## config.mk

```make
export PLATFORM = sky130hd
export DESIGN_NAME = sio_orient
export DESIGN_NICKNAME = d
export VERILOG_FILES = /design/src/sio_sync2.v /design/src/sio_encoder_count.v /design/src/sio_orient.v
export VERILOG_INCLUDE_DIRS = /design/src
export SDC_FILE = /design/constraint.sdc
export NUM_CORES = 1
export LEC_CHECK = 0
export ABC_AREA = 1
export BUFFER_PORTS_ARGS = -buffer_cell sky130_fd_sc_hd__buf_4
export CAP_MARGIN = 20
export CELL_PAD_IN_SITES_DETAIL_PLACEMENT = 2
export CELL_PAD_IN_SITES_GLOBAL_PLACEMENT = 2
export CORE_MARGIN = 2
export CORE_UTILIZATION = 36
export DETAILED_ROUTE_END_ITERATION = 12
export PLACE_DENSITY_LB_ADDON = 0.25
export SYNTH_ARGS = -nofsm -noshare
export SYNTH_HDL_FRONTEND = slang
export SYNTH_SLANG_ARGS = --single-unit
```

## constraint.sdc

```tcl
create_clock -name clk -period 6.44 [get_ports clk]
set_input_delay 0.644 -clock clk [delete_from_list [all_inputs] [get_ports clk]]
set_output_delay 0.644 -clock clk [all_outputs]
set_load 0.02 [all_outputs]
```

## src/sio_defines.vh

```
// constants for the spindle index orientation block
`ifndef SIO_DEFINES_VH
`define SIO_DEFINES_VH
`define SIO_CLK_HZ 10000000
`define SIO_QUAL_TIME_MS 400
`define SIO_QUAL_CYCLES ((`SIO_QUAL_TIME_MS * (`SIO_CLK_HZ / 1000)))
`define SIO_INDEX_MIN_US 10
`define SIO_INDEX_MIN_CYCLES ((`SIO_INDEX_MIN_US * `SIO_CLK_HZ) / 1000000)
`define SIO_POS_W 32
`define SIO_MODE_QUAD 1'b0
`define SIO_MODE_PDIR 1'b1
`define SIO_RATE_W 16
`define SIO_RATE_GATE_CYCLES 10000000
`endif

```

## src/sio_sync2.v

```verilog
// two-flop synchroniser for a bundle of pin inputs
`timescale 1ns/1ps
module sio_sync2 #(
    parameter W = 3
) (
    // clock and reset
    input wire clk,
    input wire rst_n,
    // pins in, synchronised out
    input wire [W-1:0] pin_in,
    output reg [W-1:0] sync_out
);
    reg [W-1:0] meta_q;

    always @(posedge clk)
    begin
        if (!rst_n)
        begin
            meta_q <= {W{1'b0}};
            sync_out <= {W{1'b0}};
        end
        else
        begin
            meta_q <= pin_in;
            sync_out <= meta_q;
        end
    end
endmodule

```

## src/sio_encoder_count.v

```verilog
// quadrature or pulse-plus-direction position counter
`timescale 1ns/1ps
`include "sio_defines.vh"
module sio_encoder_count #(
    parameter POS_W = `SIO_POS_W
) (
    // clock and reset
    input wire clk,
    input wire rst_n,
    // synchronised encoder channels
    input wire chan_a,
    input wire chan_b,
    input wire mode_pdir,
    // count step out
    output reg step_up,
    output reg step_dn
);
    reg a_q;
    reg b_q;
    reg edge_a;
    reg edge_b;

    always @(posedge clk)
    begin
        if (!rst_n)
        begin
            a_q <= 1'b0;
            b_q <= 1'b0;
        end
        else
        begin
            a_q <= chan_a;
            b_q <= chan_b;
        end
    end

    // pdir: a is pulse, b is direction; two counts per line
    always @*
    begin
        edge_a = chan_a ^ a_q;
        edge_b = chan_b ^ b_q;
        step_up = 1'b0;
        step_dn = 1'b0;
        if (mode_pdir == `SIO_MODE_PDIR)
        begin
            step_up = edge_a & ~chan_b;
            step_dn = edge_a & chan_b;
        end
        else if (edge_a ^ edge_b)
        begin
            // four counts per line
            step_up = (edge_a & (chan_a ^ chan_b)) | (edge_b & ~(chan_a ^ chan_b));
            step_dn = ~((edge_a & (chan_a ^ chan_b)) | (edge_b & ~(chan_a ^ chan_b)));
        end
    end
endmodule

```

## src/sio_orient.v

```verilog
// spindle index orientation and zero-speed position lock
// How it works
// - with the index gate off, orientation and the index rate monitor stop.
// - with the index gate off, a non-zero lock gain still locks at an arbitrary position.
// - the rising edge of the index input is the absolute position reference.
// - the home offset is added to the target once, at the start of each orientation.
// - later home offset changes leave the held position alone until the next orientation.
// - the sign of the home offset selects the seek direction.
// - four counts per line in quadrature, two in pulse-plus-direction, signed by direction.
// - an index pulse is only accepted while the index gate is on.
// - target writes while speed demand is above the standstill threshold do not affect motion.
// - while orienting every new target is followed.
// - the at-target flag is unfiltered and may toggle while settling.
// - orientation starts only after demand and feedback sit below threshold for 400 ms.
// - the last index accepted while the sequencer was idle, before qualification started, is the reference.
// - the lock is released by speed demand rising above the threshold or by a zero lock gain.
// - the at-target flag rises when each current target is reached.
`timescale 1ns/1ps
`include "sio_defines.vh"
module sio_orient #(
    parameter POS_W = `SIO_POS_W,
    parameter RATE_W = `SIO_RATE_W,
    parameter QUAL_CYCLES = `SIO_QUAL_CYCLES,
    parameter RATE_GATE_CYCLES = `SIO_RATE_GATE_CYCLES
) (
    // clock and reset
    input wire clk,
    input wire rst_n,
    // encoder pins
    input wire enc_a,
    input wire enc_b,
    input wire index_input_terminal,
    // configuration
    input wire enc_mode_pdir,
    input wire index_gate_en,
    input wire [15:0] lock_gain,
    input wire signed [POS_W-1:0] home_offset,
    input wire signed [POS_W-1:0] target_pos,
    // speed comparisons from the drive
    input wire demand_below_thr,
    input wire feedback_below_thr,
    // position loop outputs
    output reg lock_active,
    output reg orient_active,
    output reg signed [POS_W-1:0] pos_error,
    output reg seek_reverse,
    output reg at_target_flag,
    output reg signed [POS_W-1:0] pos_count,
    output reg [RATE_W-1:0] index_rate_monitor
);
    // lock sequencer states
    localparam ST_IDLE = 2'd0;
    localparam ST_QUAL = 2'd1;
    localparam ST_LOCK = 2'd2;
    localparam [31:0] QUAL_LAST = QUAL_CYCLES - 1;
    localparam [31:0] IDX_MIN = (`SIO_INDEX_MIN_CYCLES < 1) ? 1 : `SIO_INDEX_MIN_CYCLES;
    localparam [31:0] GATE_LAST = RATE_GATE_CYCLES - 1;

    // synchronised pins and count steps
    wire [2:0] pins_s;
    wire step_up;
    wire step_dn;

    // lock sequencer
    reg [1:0] state_q;
    reg [1:0] state_d;
    reg [31:0] qual_cnt_q;

    // index marker capture and width check
    reg idx_q;
    reg [31:0] idx_wid_q;
    reg idx_seen_q;
    reg signed [POS_W-1:0] idx_pos_q;
    reg idx_accept;

    // position references
    reg signed [POS_W-1:0] ref_pos_q;
    reg signed [POS_W-1:0] hold_pos_q;
    reg signed [POS_W-1:0] goal;

    // index rate window
    reg [31:0] gate_cnt_q;
    reg [RATE_W-1:0] rate_acc_q;

    // lock qualifiers
    wire gain_on;
    wire below;

    // every pin passes two flops before any logic
    sio_sync2 #(.W(3)) u_sync (
        .clk(clk),
        .rst_n(rst_n),
        .pin_in({index_input_terminal, enc_b, enc_a}),
        .sync_out(pins_s)
    );

    // one step pulse per counted channel edge
    sio_encoder_count #(.POS_W(POS_W)) u_count (
        .clk(clk),
        .rst_n(rst_n),
        .chan_a(pins_s[0]),
        .chan_b(pins_s[1]),
        .mode_pdir(enc_mode_pdir),
        .step_up(step_up),
        .step_dn(step_dn)
    );

    // a zero gain turns the position loop off
    assign gain_on = (lock_gain != 16'h0000);
    // both speed comparisons must report standstill
    assign below = demand_below_thr & feedback_below_thr;

    // position count, signed by direction
    always @(posedge clk)
    begin
        if (!rst_n)
            pos_count <= {POS_W{1'b0}};
        else if (step_up)
            pos_count <= pos_count + 1'b1;
        else if (step_dn)
            pos_count <= pos_count - 1'b1;
    end

    // index qualification: rising edge latched, width-checked for noise
    // accept pulses once, when the width reaches the minimum
    always @*
    begin
        idx_accept = pins_s[2] & idx_q & index_gate_en & (idx_wid_q == IDX_MIN - 1);
    end

    always @(posedge clk)
    begin
        if (!rst_n)
        begin
            idx_q <= 1'b0;
            idx_wid_q <= 32'h0;
            idx_seen_q <= 1'b0;
            idx_pos_q <= {POS_W{1'b0}};
        end
        else
        begin
            idx_q <= pins_s[2];
            if (pins_s[2] & ~idx_q)
            begin
                idx_wid_q <= 32'h0;
                idx_pos_q <= pos_count;
            end
            else if (pins_s[2] && idx_wid_q != 32'hffffffff)
                idx_wid_q <= idx_wid_q + 32'h1;
            // only capture while the sequencer is idle, so the last one before qualification is kept
            if (idx_accept && state_q == ST_IDLE)
                idx_seen_q <= 1'b1;
            if (!index_gate_en)
                idx_seen_q <= 1'b0;
        end
    end

    // reference position held frozen from the last accepted index
    always @(posedge clk)
    begin
        if (!rst_n)
            ref_pos_q <= {POS_W{1'b0}};
        else if (idx_accept && state_q == ST_IDLE)
            ref_pos_q <= idx_pos_q;
    end

    // lock state machine
    // qualify for the full window before locking, so a speed
    // traverse through zero does not trigger a lock
    // feedback may exceed the threshold once locked
    always @*
    begin
        state_d = state_q;
        case (state_q)
            ST_IDLE:
                if (below && gain_on)
                    state_d = ST_QUAL;
            ST_QUAL:
                if (!below || !gain_on)
                    state_d = ST_IDLE;
                else if (qual_cnt_q == QUAL_LAST)
                    state_d = ST_LOCK;
            ST_LOCK:
                if (!demand_below_thr || !gain_on)
                    state_d = ST_IDLE;
            default:
                state_d = ST_IDLE;
        endcase
    end

    always @(posedge clk)
    begin
        if (!rst_n)
        begin
            state_q <= ST_IDLE;
            qual_cnt_q <= 32'h0;
            hold_pos_q <= {POS_W{1'b0}};
            orient_active <= 1'b0;
        end
        else
        begin
            state_q <= state_d;
            // qualification time counted only inside qual
            if (state_q == ST_QUAL)
                qual_cnt_q <= qual_cnt_q + 32'h1;
            else
                qual_cnt_q <= 32'h0;
            // hold position taken once, at lock entry
            if (state_q == ST_QUAL && state_d == ST_LOCK)
            begin
                orient_active <= index_gate_en & idx_seen_q;
                if (index_gate_en && idx_seen_q)
                    hold_pos_q <= ref_pos_q + home_offset;
                else
                    hold_pos_q <= pos_count;
            end
            // gate off stops orientation even mid lock
            else if (state_d != ST_LOCK || !index_gate_en)
                orient_active <= 1'b0;
        end
    end

    // goal follows the target only while locked
    // without a marker reference the lock just holds its entry count
    always @*
    begin
        if (orient_active)
            goal = hold_pos_q + target_pos;
        else
            goal = hold_pos_q;
    end

    // outputs lag the sequencer by one clock
    // flag is a raw compare, it may chatter while settling
    always @(posedge clk)
    begin
        if (!rst_n)
        begin
            lock_active <= 1'b0;
            pos_error <= {POS_W{1'b0}};
            seek_reverse <= 1'b0;
            at_target_flag <= 1'b0;
        end
        else
        begin
            lock_active <= (state_q == ST_LOCK);
            if (state_q == ST_LOCK)
            begin
                pos_error <= goal - pos_count;
                // offset sign picks direction regardless of shortest path
                seek_reverse <= orient_active & home_offset[POS_W-1];
                at_target_flag <= (goal == pos_count);
            end
            else
            begin
                pos_error <= {POS_W{1'b0}};
                seek_reverse <= 1'b0;
                at_target_flag <= 1'b0;
            end
        end
    end

    // index rate: accepted markers per gate period
    // gate off clears the window and the reading
    always @(posedge clk)
    begin
        if (!rst_n || !index_gate_en)
        begin
            gate_cnt_q <= 32'h0;
            rate_acc_q <= {RATE_W{1'b0}};
            index_rate_monitor <= {RATE_W{1'b0}};
        end
        else if (gate_cnt_q == GATE_LAST)
        begin
            gate_cnt_q <= 32'h0;
            index_rate_monitor <= rate_acc_q + {{(RATE_W-1){1'b0}}, idx_accept};
            rate_acc_q <= {RATE_W{1'b0}};
        end
        else
        begin
            gate_cnt_q <= gate_cnt_q + 32'h1;
            if (idx_accept && rate_acc_q != {RATE_W{1'b1}})
                rate_acc_q <= rate_acc_q + 1'b1;
        end
    end
endmodule

```

Word level (Yosys, flattened, before mapping)
Cells that the tools add are included.
Storage, ports and cells
  register bits: 304
  input port bits: 89
  output and inout port bits: 84
  logic and storage cells: 101
Cells by class
  $add $sub $neg: 10
  equality and inequality tests: 10
  muxes and demuxes: 15
  bitwise logic cells: 21
  reductions and logical operators: 24
Operators by type and width (number)
  adder 32 x 1 -> 32 bit, second input constant: 4
  2-to-1 mux 32 bit: 4
  adder 32 bit: 2
  equality test 32 x 22 -> 1 bit, second input constant: 1
  equality test 32 x 24 -> 1 bit, second input constant: 1
  equality test 32 bit: 1
  equality test 32 x 7 -> 1 bit, second input constant: 1
  != test 32 bit, second input constant: 1
  subtractor 32 x 1 -> 32 bit, second input constant: 1
  subtractor 32 bit: 1
  adder 16 x 1 -> 16 bit: 1
  adder 16 x 1 -> 16 bit, second input constant: 1
  != test 16 bit, second input constant: 1
  nonzero test 16 bit: 1
  AND 1 bit: 11
  2-to-1 mux 2 bit: 4
  logical AND 1 bit: 6
  2-to-1 mux 1 bit: 6
  one-hot mux 2 bit (3 select lines): 1
  AND reduction 2 bit: 3
  logical NOT 1 bit: 5
  inverter 1 bit: 5
  equality test 2 bit, second input constant: 2
  logical OR 1 bit: 4
  7 further kinds: 12

Depth between registers and ports, before layout
Gate-level depths: netlist (run 1).
  depth in word-level cells: 9
  depth in mapped cells: 25
  gate-level depth less buffers: 25

Hierarchy
From an unflattened synthesis (run 1), not the netlist that was laid out.
Unflattened totals
  cells, all modules: 3172
  area, all modules: 20559.7 um^2
Modules (own cells, without submodules)
  sio_orient: instances 1, cells an instance 3111, area an instance 20189.4 um^2, seq. area each 5925.7 um^2
  sio_encoder_count: instances 1, cells an instance 43, area an instance 205.2 um^2, seq. area each 40.0 um^2
  sio_sync2: instances 1, cells an instance 18, area an instance 165.2 um^2, seq. area each 120.1 um^2

Worst setup path before layout (run 1)
No wires, ideal clock.
  kind: input port to flip-flop
  start: input target_pos[3]
  end: register pos_error[25]
  library setup time: 0.115 ns
  arrival time: 3.478 ns
  data required time: 6.325 ns
  slack: 2.847 ns
  stages on the path: 18
  buffers on the path: 0
  path through: ha_1 > a21oi_1 > o21ai_1 > a21oi_1 > inv_1 > a21oi_1 > o21bai_1 > or2_2 > nand3_1 > o21ai_0 > ha_1 > nand2_1 > nor3_1 > nand3_1 > o211ai_1 > nand2_1 > a21oi_1 > nor2_1
Between the ends
  cells in the longest elaborated chain, start to end: 3
Ends and longest elaborated chain
  from (decl): line sio_orient.v:38  | input wire signed [POS_W-1:0] target_pos,
  adder 32 bit: line sio_orient.v:228  | goal = hold_pos_q + target_pos;
  2-to-1 mux 32 bit: line sio_orient.v:227  | if (orient_active)
  subtractor 32 bit: line sio_orient.v:249  | pos_error <= goal - pos_count;
  to (signal assigned): line sio_orient.v:240  | pos_error <= {POS_W{1'b0}};
  to (signal assigned): line sio_orient.v:249
  to (signal assigned): line sio_orient.v:256  | pos_error <= {POS_W{1'b0}};
  to (decl): line sio_orient.v:45  | output reg signed [POS_W-1:0] pos_error,
No other way between the ends.
A chain may end at the register's enable or synchronous reset.

Worst setup path after layout (run 1)
  start: register hold_pos_q[0]
  end: register pos_error[27]
Between the ends
  cells in the longest elaborated chain, start to end: 3
Ends and longest elaborated chain
  from (decl): line sio_orient.v:78  | reg signed [POS_W-1:0] hold_pos_q;
  from (signal assigned): line sio_orient.v:197  | hold_pos_q <= {POS_W{1'b0}};
  from (signal assigned): line sio_orient.v:213  | hold_pos_q <= ref_pos_q + home_offset;
  from (signal assigned): line sio_orient.v:215  | hold_pos_q <= pos_count;
  adder 32 bit: line sio_orient.v:228
  2-to-1 mux 32 bit (*): line sio_orient.v:227
  subtractor 32 bit (*): line sio_orient.v:249
Every way passes the cells marked *; elsewhere a longest branch is shown, timed or not.

==> impl_metrics.csv, run 1 <==
group,metric,value,unit
status,outcome,"finished, final reports clean",
cells_and_area,multi_input_area,0.0130,mm^2
global_route,first_global_vias,25300,
clocking,path_clk_slew,0.06,ns
clocking,htreeDepth,2,
cells_and_area,ff_latch_area,0.00609,mm^2
die,coreArea,0.0578,mm^2
die,boundaryPins,173,
global_route,grt_max_degree,67,
timing,finalHoldViolCount,0,
cells_and_area,fill_cells,7073,
timing,finalCritPeriodShare,72.0,%
global_route,gr-total-overflow,0,
cells_and_area,final_area,0.0244,mm^2
setup_path,r2r_start,"hold_pos_q[0]",
yosys,synth-main-ff-cell,"dfxtp_1",
global_route,grt_pass1_wl,146,mm
clocking,cts_made_buffers,41,
clocking,clock_sinks,304,
setup_path,crit_arrival,5.10,ns
global_route,antenna_found_initial,0,
setup_path,crit_chain,"ha_1, inv_1, fa_1, o21ai_1, a21boi_1, inv_1, a21oi_1, o21ai_0, or2_0, nand3_1, o21ai_0, ha_1, a21o_1, a31oi_1, nand2_1, a221oi_1, nand3_1, nand2_1, nor2_1",
timing,max_slew_margin,26.6,%
timing,slew_violations,0,
clocking,cts_tree,"built",
clocking,postCtsSetupRepairBufs,0,
yosys,syn_avg_cell_area,6.51,um^2
clocking,clockBufferDepth,3,
power,vdd_drop_max,199,uV
min_path,hp-class,"in2reg",
cells_and_area,syn_to_final_growth,15.5,%
yosys,synth_top_area_cell,"dfxtp_1",
detailed_routing,viasPerCell,5.53,
global_route,use_met2,54.7,%
clocking,clk_latency,0.59,ns
timing,setup_viol,0,
yosys,synthTopCellsByArea,"dfxtp_1 (29%), nand2_1 (12%), a21oi_1 (8.9%)",
place,place.port_buffers,172,
detailed_routing,wl_per_cell,22.5,um
timing,rsz0062_at_grt,"no",
place,dpl-instance-area,0.0230,mm^2
cells_and_area,drive_above_1_share,9.29,%
power,power,5.71,mW
yosys,netlist.area_leader.share,28.9,%
global_route,grt_use_met3,3.53,%
global_route,top_usage_layer,"met2",
place,finalWeightedCongestion,0.942,
setup_path,critPathMaxFanout,6,
power,leakage,10.8,nW
die,die_area,0.0605,mm^2
die,rows,88,
setup_path,critPathRequiredTime,6.90,ns
timing,timing.setup.tns,0,ns
yosys,yosysSeqAreaShare,28.9,%
power,powerDensity,234,mW/mm^2
detailed_routing,routed_wl,94.0,mm
global_route,track_usage,30.9,%
setup_path,slowest_stage,"a221oi_1",
detailed_routing,ant_nets,0,
setup_path,rrSetupSlack,1.80,ns
yosys,ys_warn_count,0,
yosys,syn_inst,3236,
flow_run,max-cap-violations,0,
detailed_routing,dr.pass1.iters,5,
yosys,synth_edf_count,0,
setup_path,critPathKind,"reg2reg",
die,die_w,246,um
yosys,yosysUniqueCellTypes,61,
cells_and_area,layout.nets,3597,
place,dp_hpwl,74.3,mm
setup_path,critPathLaunchType,"flip-flop",
yosys,synth-async-reset-ratio,0,%
detailed_routing,first_iter_violations,1033,
setup_path,cp-startpoint,"hold_pos_q[0]",
timing,min_period,4.64,ns
timing,clock_skew,0.0145,ns
clocking,cts_resized,0,
detailed_routing,vias,23000,
setup_path,cpPeakStageDelay,0.59,ns
yosys,syn_nets,3458,
cells_and_area,mostFrequentLayoutCell,"nand2_1",
timing,max_freq,216,MHz
global_route,grt_util_met1,37.4,%
yosys,ys_ff_latch,304,
setup_path,endpoint_kind,"flip-flop",
min_path,min_from,"enc_b",
cells_and_area,final_cell_mix,"nand2_1 (693), inv_1 (403), a21oi_1 (373)",
die,initial_core_util,36.5,%
clocking,hold_buffers,0,
clocking,cts_root_buffer,"clkbuf_16",
die,die-height,246,um
detailed_routing,drc,0,
timing,worstMarginPinSlew,1.10,ns
yosys,syn_area,0.0211,mm^2
worst max-delay path, delay by kind of cell (launching register included):
family / cells / cell delay, ns
compound gates: 8 / 2.24
fa+ha+maj: 3 / 0.99
buf+inv: 2 / 0.20
flops: 1 / 0.45
simple gates: 6 / 0.63
cell families after synthesis:
logic type	after synthesis	share of synthesized area, %
and+or+nand+nor	1460	30.5
AOI/OAI and AO/OA	734	18.8
buffers and inverters	501	9.45
DFF	304	28.9
adders and majority gates	133	8.04
xor gates and xnor gates	103	4.28
muxes	1	0.0475
cell usage after synthesis, drive strengths merged, types with 23 or more instances:
cell type and n:
a21oi 375, buf 39, clkbuf 48, dfxtp 304, ha 129, inv 410
nand2 699, nand3 166, nand4 61, nor2 338, nor3 85, nor4 50
o211ai 23, o21ai 241, or2 31, xnor2 38, xor2 65
registers in the layout, summed over array words and instances (netlist names):
signal	flops
at_target_flag	1
gate_cnt_q	32
hold_pos_q	32
idx_pos_q	32
idx_q	1
idx_seen_q	1
idx_wid_q	32
index_rate_monitor	16
lock_active	1
orient_active	1
pos_count	32
pos_error	32
qual_cnt_q	32
rate_acc_q	16
ref_pos_q	32
seek_reverse	1
state_q	2
u_count.a_q	1
u_count.b_q	1
u_sync.meta_q	3
u_sync.sync_out	3
report_power, final:
group	internal (mW)	switching, mW	leakage [nW]
Combinational	0.409	0.939	7.64
Sequential	1.92	0.0649	2.46
Clock	1.42	0.959	0.674
final timing paths:
kind,cells after the start,endpoint
worst max-delay path,19,pos_error[27]
worst max register to register,19,pos_error[27]
worst min-delay path,3,u_sync.meta_q[1]
worst min register to register,2,u_sync.sync_out[1]
routing by layer:
layer,vias up,wire length (um)
li1,11000,-
met1,11500,40900
met2,373,46100
met3,169,2730
met4,0,4250
met5,-,0
metrics by stage:
| step | setup WS [ns] | std cells | hold WS (ns) | util, % |
|---|---|---|---|---|
| after CTS | 1.99 | 4168 | 0.215 | 42.1 |
| after global placement | 1.90 | 4097 | 0.394 | 39.8 |
| after detailed placement | 1.69 | 4097 | 0.416 | 39.8 |
| final | 1.80 | 4169 | 0.243 | 42.1 |
| after global routing | 1.64 | 4168 | 0.254 | 42.1 |
| after floorplan | 2.85 | 3236 | 0.390 | - |
area by class of cell:
cell class	instances	area share [%]
clock buffers	56	4.90
inverters	414	6.39
diodes	1	0.0103
multi-input cells	2431	53.4
repair buffers	183	5.64
clock inverters	15	0.729
well taps	765	3.93
flip-flops and latches	304	25.0
Power figures use the tool's default switching activity.
==> run 2: changes to the inputs <==
- CORE_UTILIZATION: 36 -> 31
- clock period: 6.44 -> 4 ns (I/O delays scaled with it)
==> run 2 against run 1 <==
Compared with the run above: flip-flop and latch count unchanged; combinational power up 70%; register-to-register slack worse by 1.6 ns; fmax up 22%; sequential share of layout area down 0.93 points; die area up 16%; setup slack worse by 1.6 ns; via count up 0.61%; utilization down 4.5 points; critical endpoint is now pos_error[31]; highest routed layer is now met5.
==> impl_metrics.csv, run 2 (synthesis results as in run 1) <==
group,metric,value,unit
die,die_area,0.0701,mm^2
detailed_routing,ant_nets,0,
timing,finalCritPeriodShare,95.4,%
place,finalWeightedCongestion,0.972,
detailed_routing,first_iter_violations,1151,
cells_and_area,syn_to_final_growth,20.0,%
cells_and_area,fin_util,37.6,%
die,rows,95,
timing,max_slew_margin,40.3,%
global_route,track_usage,26.8,%
timing,rsz0062_at_grt,"yes",
global_route,grt_max_degree,123,
setup_path,endpoint_kind,"flip-flop",
die,initial_core_util,31.3,%
detailed_routing,viasPerCell,5.34,
min_path,hp-class,"in2reg",
place,dpl.cell_count,4268,
setup_path,critPathKind,"reg2reg",
clocking,cts_tree,"built",
setup_path,crit_arrival,4.29,ns
place,place.port_buffers,172,
timing,setup_viol,0,
status,outcome,"finished, final reports clean",
power,leakage,11.2,nW
setup_path,critPathLaunchType,"flip-flop",
flow_run,max-cap-violations,0,
timing,clock_skew,0.0340,ns
cells_and_area,stdcell_count,4345,
global_route,use_met2,48.1,%
clocking,clockBufferDepth,3,
global_route,first_global_vias,25400,
global_route,grt_util_met1,32.7,%
timing,max_freq,262,MHz
setup_path,critPathMaxFanout,4,
setup_path,critPathRequiredTime,4.48,ns
clocking,path_clk_slew,0.06,ns
detailed_routing,wl_per_cell,21.8,um
timing,slew_violations,0,
detailed_routing,vias,23200,
clocking,htreeDepth,2,
cells_and_area,mostFrequentLayoutCell,"nand2_1",
cells_and_area,final_cell_mix,"nand2_1 (689), inv_1 (403), a21oi_1 (362)",
global_route,top_usage_layer,"met2",
place,dp_hpwl,76.0,mm
global_route,grt_pass1_wl,148,mm
detailed_routing,routed_wl,94.9,mm
clocking,cts_root_buffer,"clkbuf_16",
global_route,gr-total-overflow,0,
detailed_routing,dr.pass1.iters,5,
die,boundaryPins,173,
global_route,grt_use_met3,3.48,%
timing,finalHoldViolCount,0,
cells_and_area,layout.nets,3663,
cells_and_area,drive_above_1_share,12.4,%
die,coreArea,0.0673,mm^2
die,die-height,265,um
power,vdd_drop_max,331,uV
place,dpl-instance-area,0.0236,mm^2
global_route,antenna_found_initial,2,
clocking,cts_made_buffers,41,
power,powerDensity,375,mW/mm^2
die,die_w,265,um
timing,worstMarginPinSlew,0.895,ns
clocking,clk_latency,0.59,ns
cells_and_area,final_area,0.0253,mm^2
timing,min_period,3.82,ns
power,power,9.49,mW
clocking,clock_sinks,304,
detailed_routing,drc,0,
## run 2: final timing paths
path,start,to,slack (ns),cells past startpoint
max reg2reg,hold_pos_q[13],pos_error[31],0.18,18
min,enc_a,u_sync.meta_q[0],0.03,3
min reg2reg,u_sync.meta_q[1],u_sync.sync_out[1],0.41,2
max,hold_pos_q[13],pos_error[31],0.18,18
## run 2: through the flow
step / worst slack, ns / hold slack (ns) / setup TNS [ns]
6_report: 0.185 / 0.0290 / 0
5_1_grt: -0.0372 / 0.0353 / -0.131
4_1_cts: 0.0248 / 0.00150 / 0
3_5_place_dp: -0.496 / 0.403 / -3.77
3_3_place_gp: -0.548 / 0.396 / -3.77
2_1_floorplan: 0.651 / 0.390 / 0
## run 2: critical path: stages (launching register included)
cell      delay, ns
dfxtp_1        0.44
ha_1           0.35
a21oi_1        0.25
o21ai_0        0.15
o21bai_1       0.22
a21oi_2        0.17
nand2_2        0.13
or2_2          0.30
nand3_1        0.07
o21ai_0        0.15
ha_1           0.42
a21o_1         0.20
o21bai_1       0.19
nor2_1         0.19
o21ai_0        0.10
a21oi_1        0.18
nand3_1        0.11
nand2_1        0.07
nor2_1         0.04
## run 2: area by class of cell
type | count | area [um^2]
Antenna cell | 1 | 2.50
Clock buffer | 54 | 1170
Clock inverter | 19 | 270
Fill cell | 8224 | 42000
Inverter | 414 | 1560
Multi-Input combinational cell | 2431 | 13200
Sequential cell | 304 | 6090
Tap cell | 873 | 1090
Timing Repair Buffer | 249 | 1890
## run 2: report_power, final
part | leakage (nW) | switching (mW) | total (mW) | internal [mW]
sequential | 2.46 | 0.109 | 3.21 | 3.10
clock | 0.698 | 1.54 | 3.98 | 2.44
combinational | 8.01 | 1.55 | 2.30 | 0.751
## run 2: repair_timing
action | in CTS | in global routing
pin swaps | 0 | 6
endpoints found under the setup margin | 13 | 19
resized for setup | 8 | 55
hold buffers | 0 | 0
buffers inserted | 0 | 3
## run 2: routing by layer
layer  routed length (um)  vias to the layer above
met5                   12                        -
met4                 3630                        2
met3                 3500                      149
met2                46600                      387
met1                41100                    11500
li1                     -                    11200
==> run 3: changes to the inputs <==
- REMOVE_ABC_BUFFERS: unset -> 1
- SLEW_MARGIN: unset -> 20
==> run 3 against run 2 <==
Compared with the run above: clock power is 4% lower; utilization is 0.078 points lower; clock skew is 0.0074 ns lower.
==> impl_metrics.csv, run 3 (synthesis results as in run 1) <==
group,metric,value,unit
status,outcome,"finished, final reports clean",
timing,min_period,3.81,ns
cells_and_area,syn_to_final_growth,19.8,%
die,die_area,0.0701,mm^2
detailed_routing,ant_nets,0,
power,vdd_drop_max,270,uV
global_route,antenna_found_initial,4,
timing,finalHoldViolCount,0,
clocking,clk_latency,0.61,ns
die,die_w,265,um
place,place.port_buffers,172,
timing,clock_skew,0.0267,ns
setup_path,critPathMaxFanout,5,
setup_path,critPathRequiredTime,4.49,ns
detailed_routing,first_iter_violations,1077,
flow_run,max-cap-violations,0,
min_path,hp-class,"in2reg",
die,rows,95,
setup_path,slowest_stage,"dfxtp_1",
die,initial_core_util,31.3,%
setup_path,crit_chain,"ha_1, or2_1, and2_1, a21oi_2, o21bai_1, nand2_1, o211ai_1, or2_0, nand3_1, nand2_1, ha_1, nand2_1, o21ai_1, a21oi_1, o21ai_1, a21oi_2, nand3_1, nand2_1, nor2_1",
setup_path,cp.buffers_inverters,0,
timing,max_slew_margin,36.6,%
timing,slew_violations,0,
place,dp_hpwl,74.1,mm
global_route,track_usage,26.1,%
clocking,cts_tree,"built",
detailed_routing,drc,0,
cells_and_area,layout.nets,3673,
cells_and_area,mostFrequentLayoutCell,"nand2_1",
cells_and_area,stdcell_count,4360,
detailed_routing,viasPerCell,5.28,
cells_and_area,final_cell_mix,"nand2_1 (692), inv_1 (402), a21oi_1 (362)",
cells_and_area,fin_util,37.5,%
clocking,cts_made_buffers,42,
detailed_routing,top_layer,"met4",
setup_path,crit_arrival,4.30,ns
detailed_routing,vias,23000,
clocking,htreeDepth,2,
detailed_routing,routed_wl,92.7,mm
global_route,first_global_vias,25200,
place,dpl.cell_count,4266,
detailed_routing,dr.pass1.iters,5,
setup_path,crit_family,"simple AND/OR/NAND/NOR gates",
setup_path,cpPeakStageDelay,0.39,ns
die,die-height,265,um
global_route,gr-total-overflow,0,
setup_path,endpoint_kind,"flip-flop",
timing,worstMarginPinSlew,0.949,ns
cells_and_area,final_area,0.0252,mm^2
clocking,clockBufferDepth,3,
die,boundaryPins,173,
timing,setup_viol,0,
global_route,grt_max_degree,70,
setup_path,critPathKind,"reg2reg",
clocking,clock_sinks,304,
detailed_routing,wl_per_cell,21.3,um
timing,rsz0062_at_grt,"yes",
timing,timing.setup.tns,0,ns
setup_path,critPathLaunchType,"flip-flop",
detailed_routing,wl_met3,2.41,mm
timing,max_freq,262,MHz
timing,hold_ws,0.138,ns
setup_path,cpMostUsedCell,"nand2_1",
power,powerDensity,372,mW/mm^2
die,coreArea,0.0673,mm^2
power,leakage,11.2,nW
timing,finalCritPeriodShare,95.3,%
global_route,grt_pass1_wl,145,mm
place,dpl-instance-area,0.0236,mm^2
cells_and_area,drive_above_1_share,12.1,%
detailed_routing,met1Wirelength,43.3,mm
place,finalWeightedCongestion,0.932,
clocking,cts_root_buffer,"clkbuf_16",
clocking,path_clk_slew,0.05,ns
detailed_routing,met2WireLength,44.0,mm
[run 3: cell types whose count changed in the layout (fill, tap and decap cells not counted), sizes merged]
| cell | before | now |
|---|---|---|
| buf | 249 | 254 |
| bufinv | 6 | 2 |
| clkbuf | 54 | 62 |
| clkinvlp | 4 | 3 |
| diode | 1 | 4 |
| dlygate4sd3 | 0 | 3 |
| inv | 410 | 411 |
[run 3: repair_timing]
| item | in CTS | in global routing |
|---|---|---|
| cloned | 1 | 0 |
| endpoints found under the hold margin | 3 | 0 |
| hold buffers | 3 | 0 |
| setup endpoints to repair | 11 | 31 |
| gates resized for setup | 7 | 43 |
| setup buffers | 2 | 8 |
| pin swaps | 0 | 6 |
[run 3: per-layer routing]
layer / up-vias / global-route usage, %
met5: - / 0
met4: 0 / 8.41
met3: 127 / 2.43
met2: 315 / 45.3
met1: 11400 / 34.1
li1: 11200 / -
[run 3: where the power goes]
part	switching, mW	leakage, nW	internal, mW	total [mW]
clock	1.59	0.681	2.25	3.83
combinational	1.60	8.03	0.761	2.36
sequential	0.0907	2.46	3.10	3.19
total	3.28	11.2	6.11	9.39
[run 3: worst paths after layout]
check	start	endpoint	slack, ns	cells after the start
worst max-delay path	hold_pos_q[2]	pos_error[31]	0.19	19
worst min-delay path	home_offset[31]	seek_reverse	0.14	3
worst max register to register	hold_pos_q[2]	pos_error[31]	0.19	19
worst min register to register	u_sync.meta_q[1]	u_sync.sync_out[1]	0.42	2
[run 3: area by class of cell]
| class | count | area (um^2) |
|---|---|---|
| antenna | 4 | 10.0 |
| clock buffer | 62 | 1220 |
| clock inverter | 14 | 164 |
| fill | 8235 | 42000 |
| inverter | 414 | 1560 |
| multi-input combinational | 2431 | 13200 |
| sequential | 304 | 6090 |
| tap | 873 | 1090 |
| timing repair buffer | 257 | 1940 |
| timing repair inverter | 1 | 7.51 |
[run 3: per-stage QoR]
| step | total power, mW | worst slack [ns] |
|---|---|---|
| CTS | 9.43 | 0.00645 |
| floorplan | 4.55 | 0.607 |
| detailed placement | 5.51 | -0.329 |
| finish | 9.39 | 0.187 |
| global placement | 5.41 | -0.183 |
| global route | 9.84 | -0.0785 |
[run 3: worst reg2reg max path: stages (launching register included)]
cell and delay, ns:
dfxtp_1 0.39, ha_1 0.30, or2_1 0.25, and2_1 0.21
a21oi_2 0.24, o21bai_1 0.16, nand2_1 0.10, o211ai_1 0.17
or2_0 0.25, nand3_1 0.07, nand2_1 0.08, ha_1 0.35
nand2_1 0.22, o21ai_1 0.18, a21oi_1 0.21, o21ai_1 0.11
a21oi_2 0.19, nand3_1 0.11, nand2_1 0.07, nor2_1 0.04
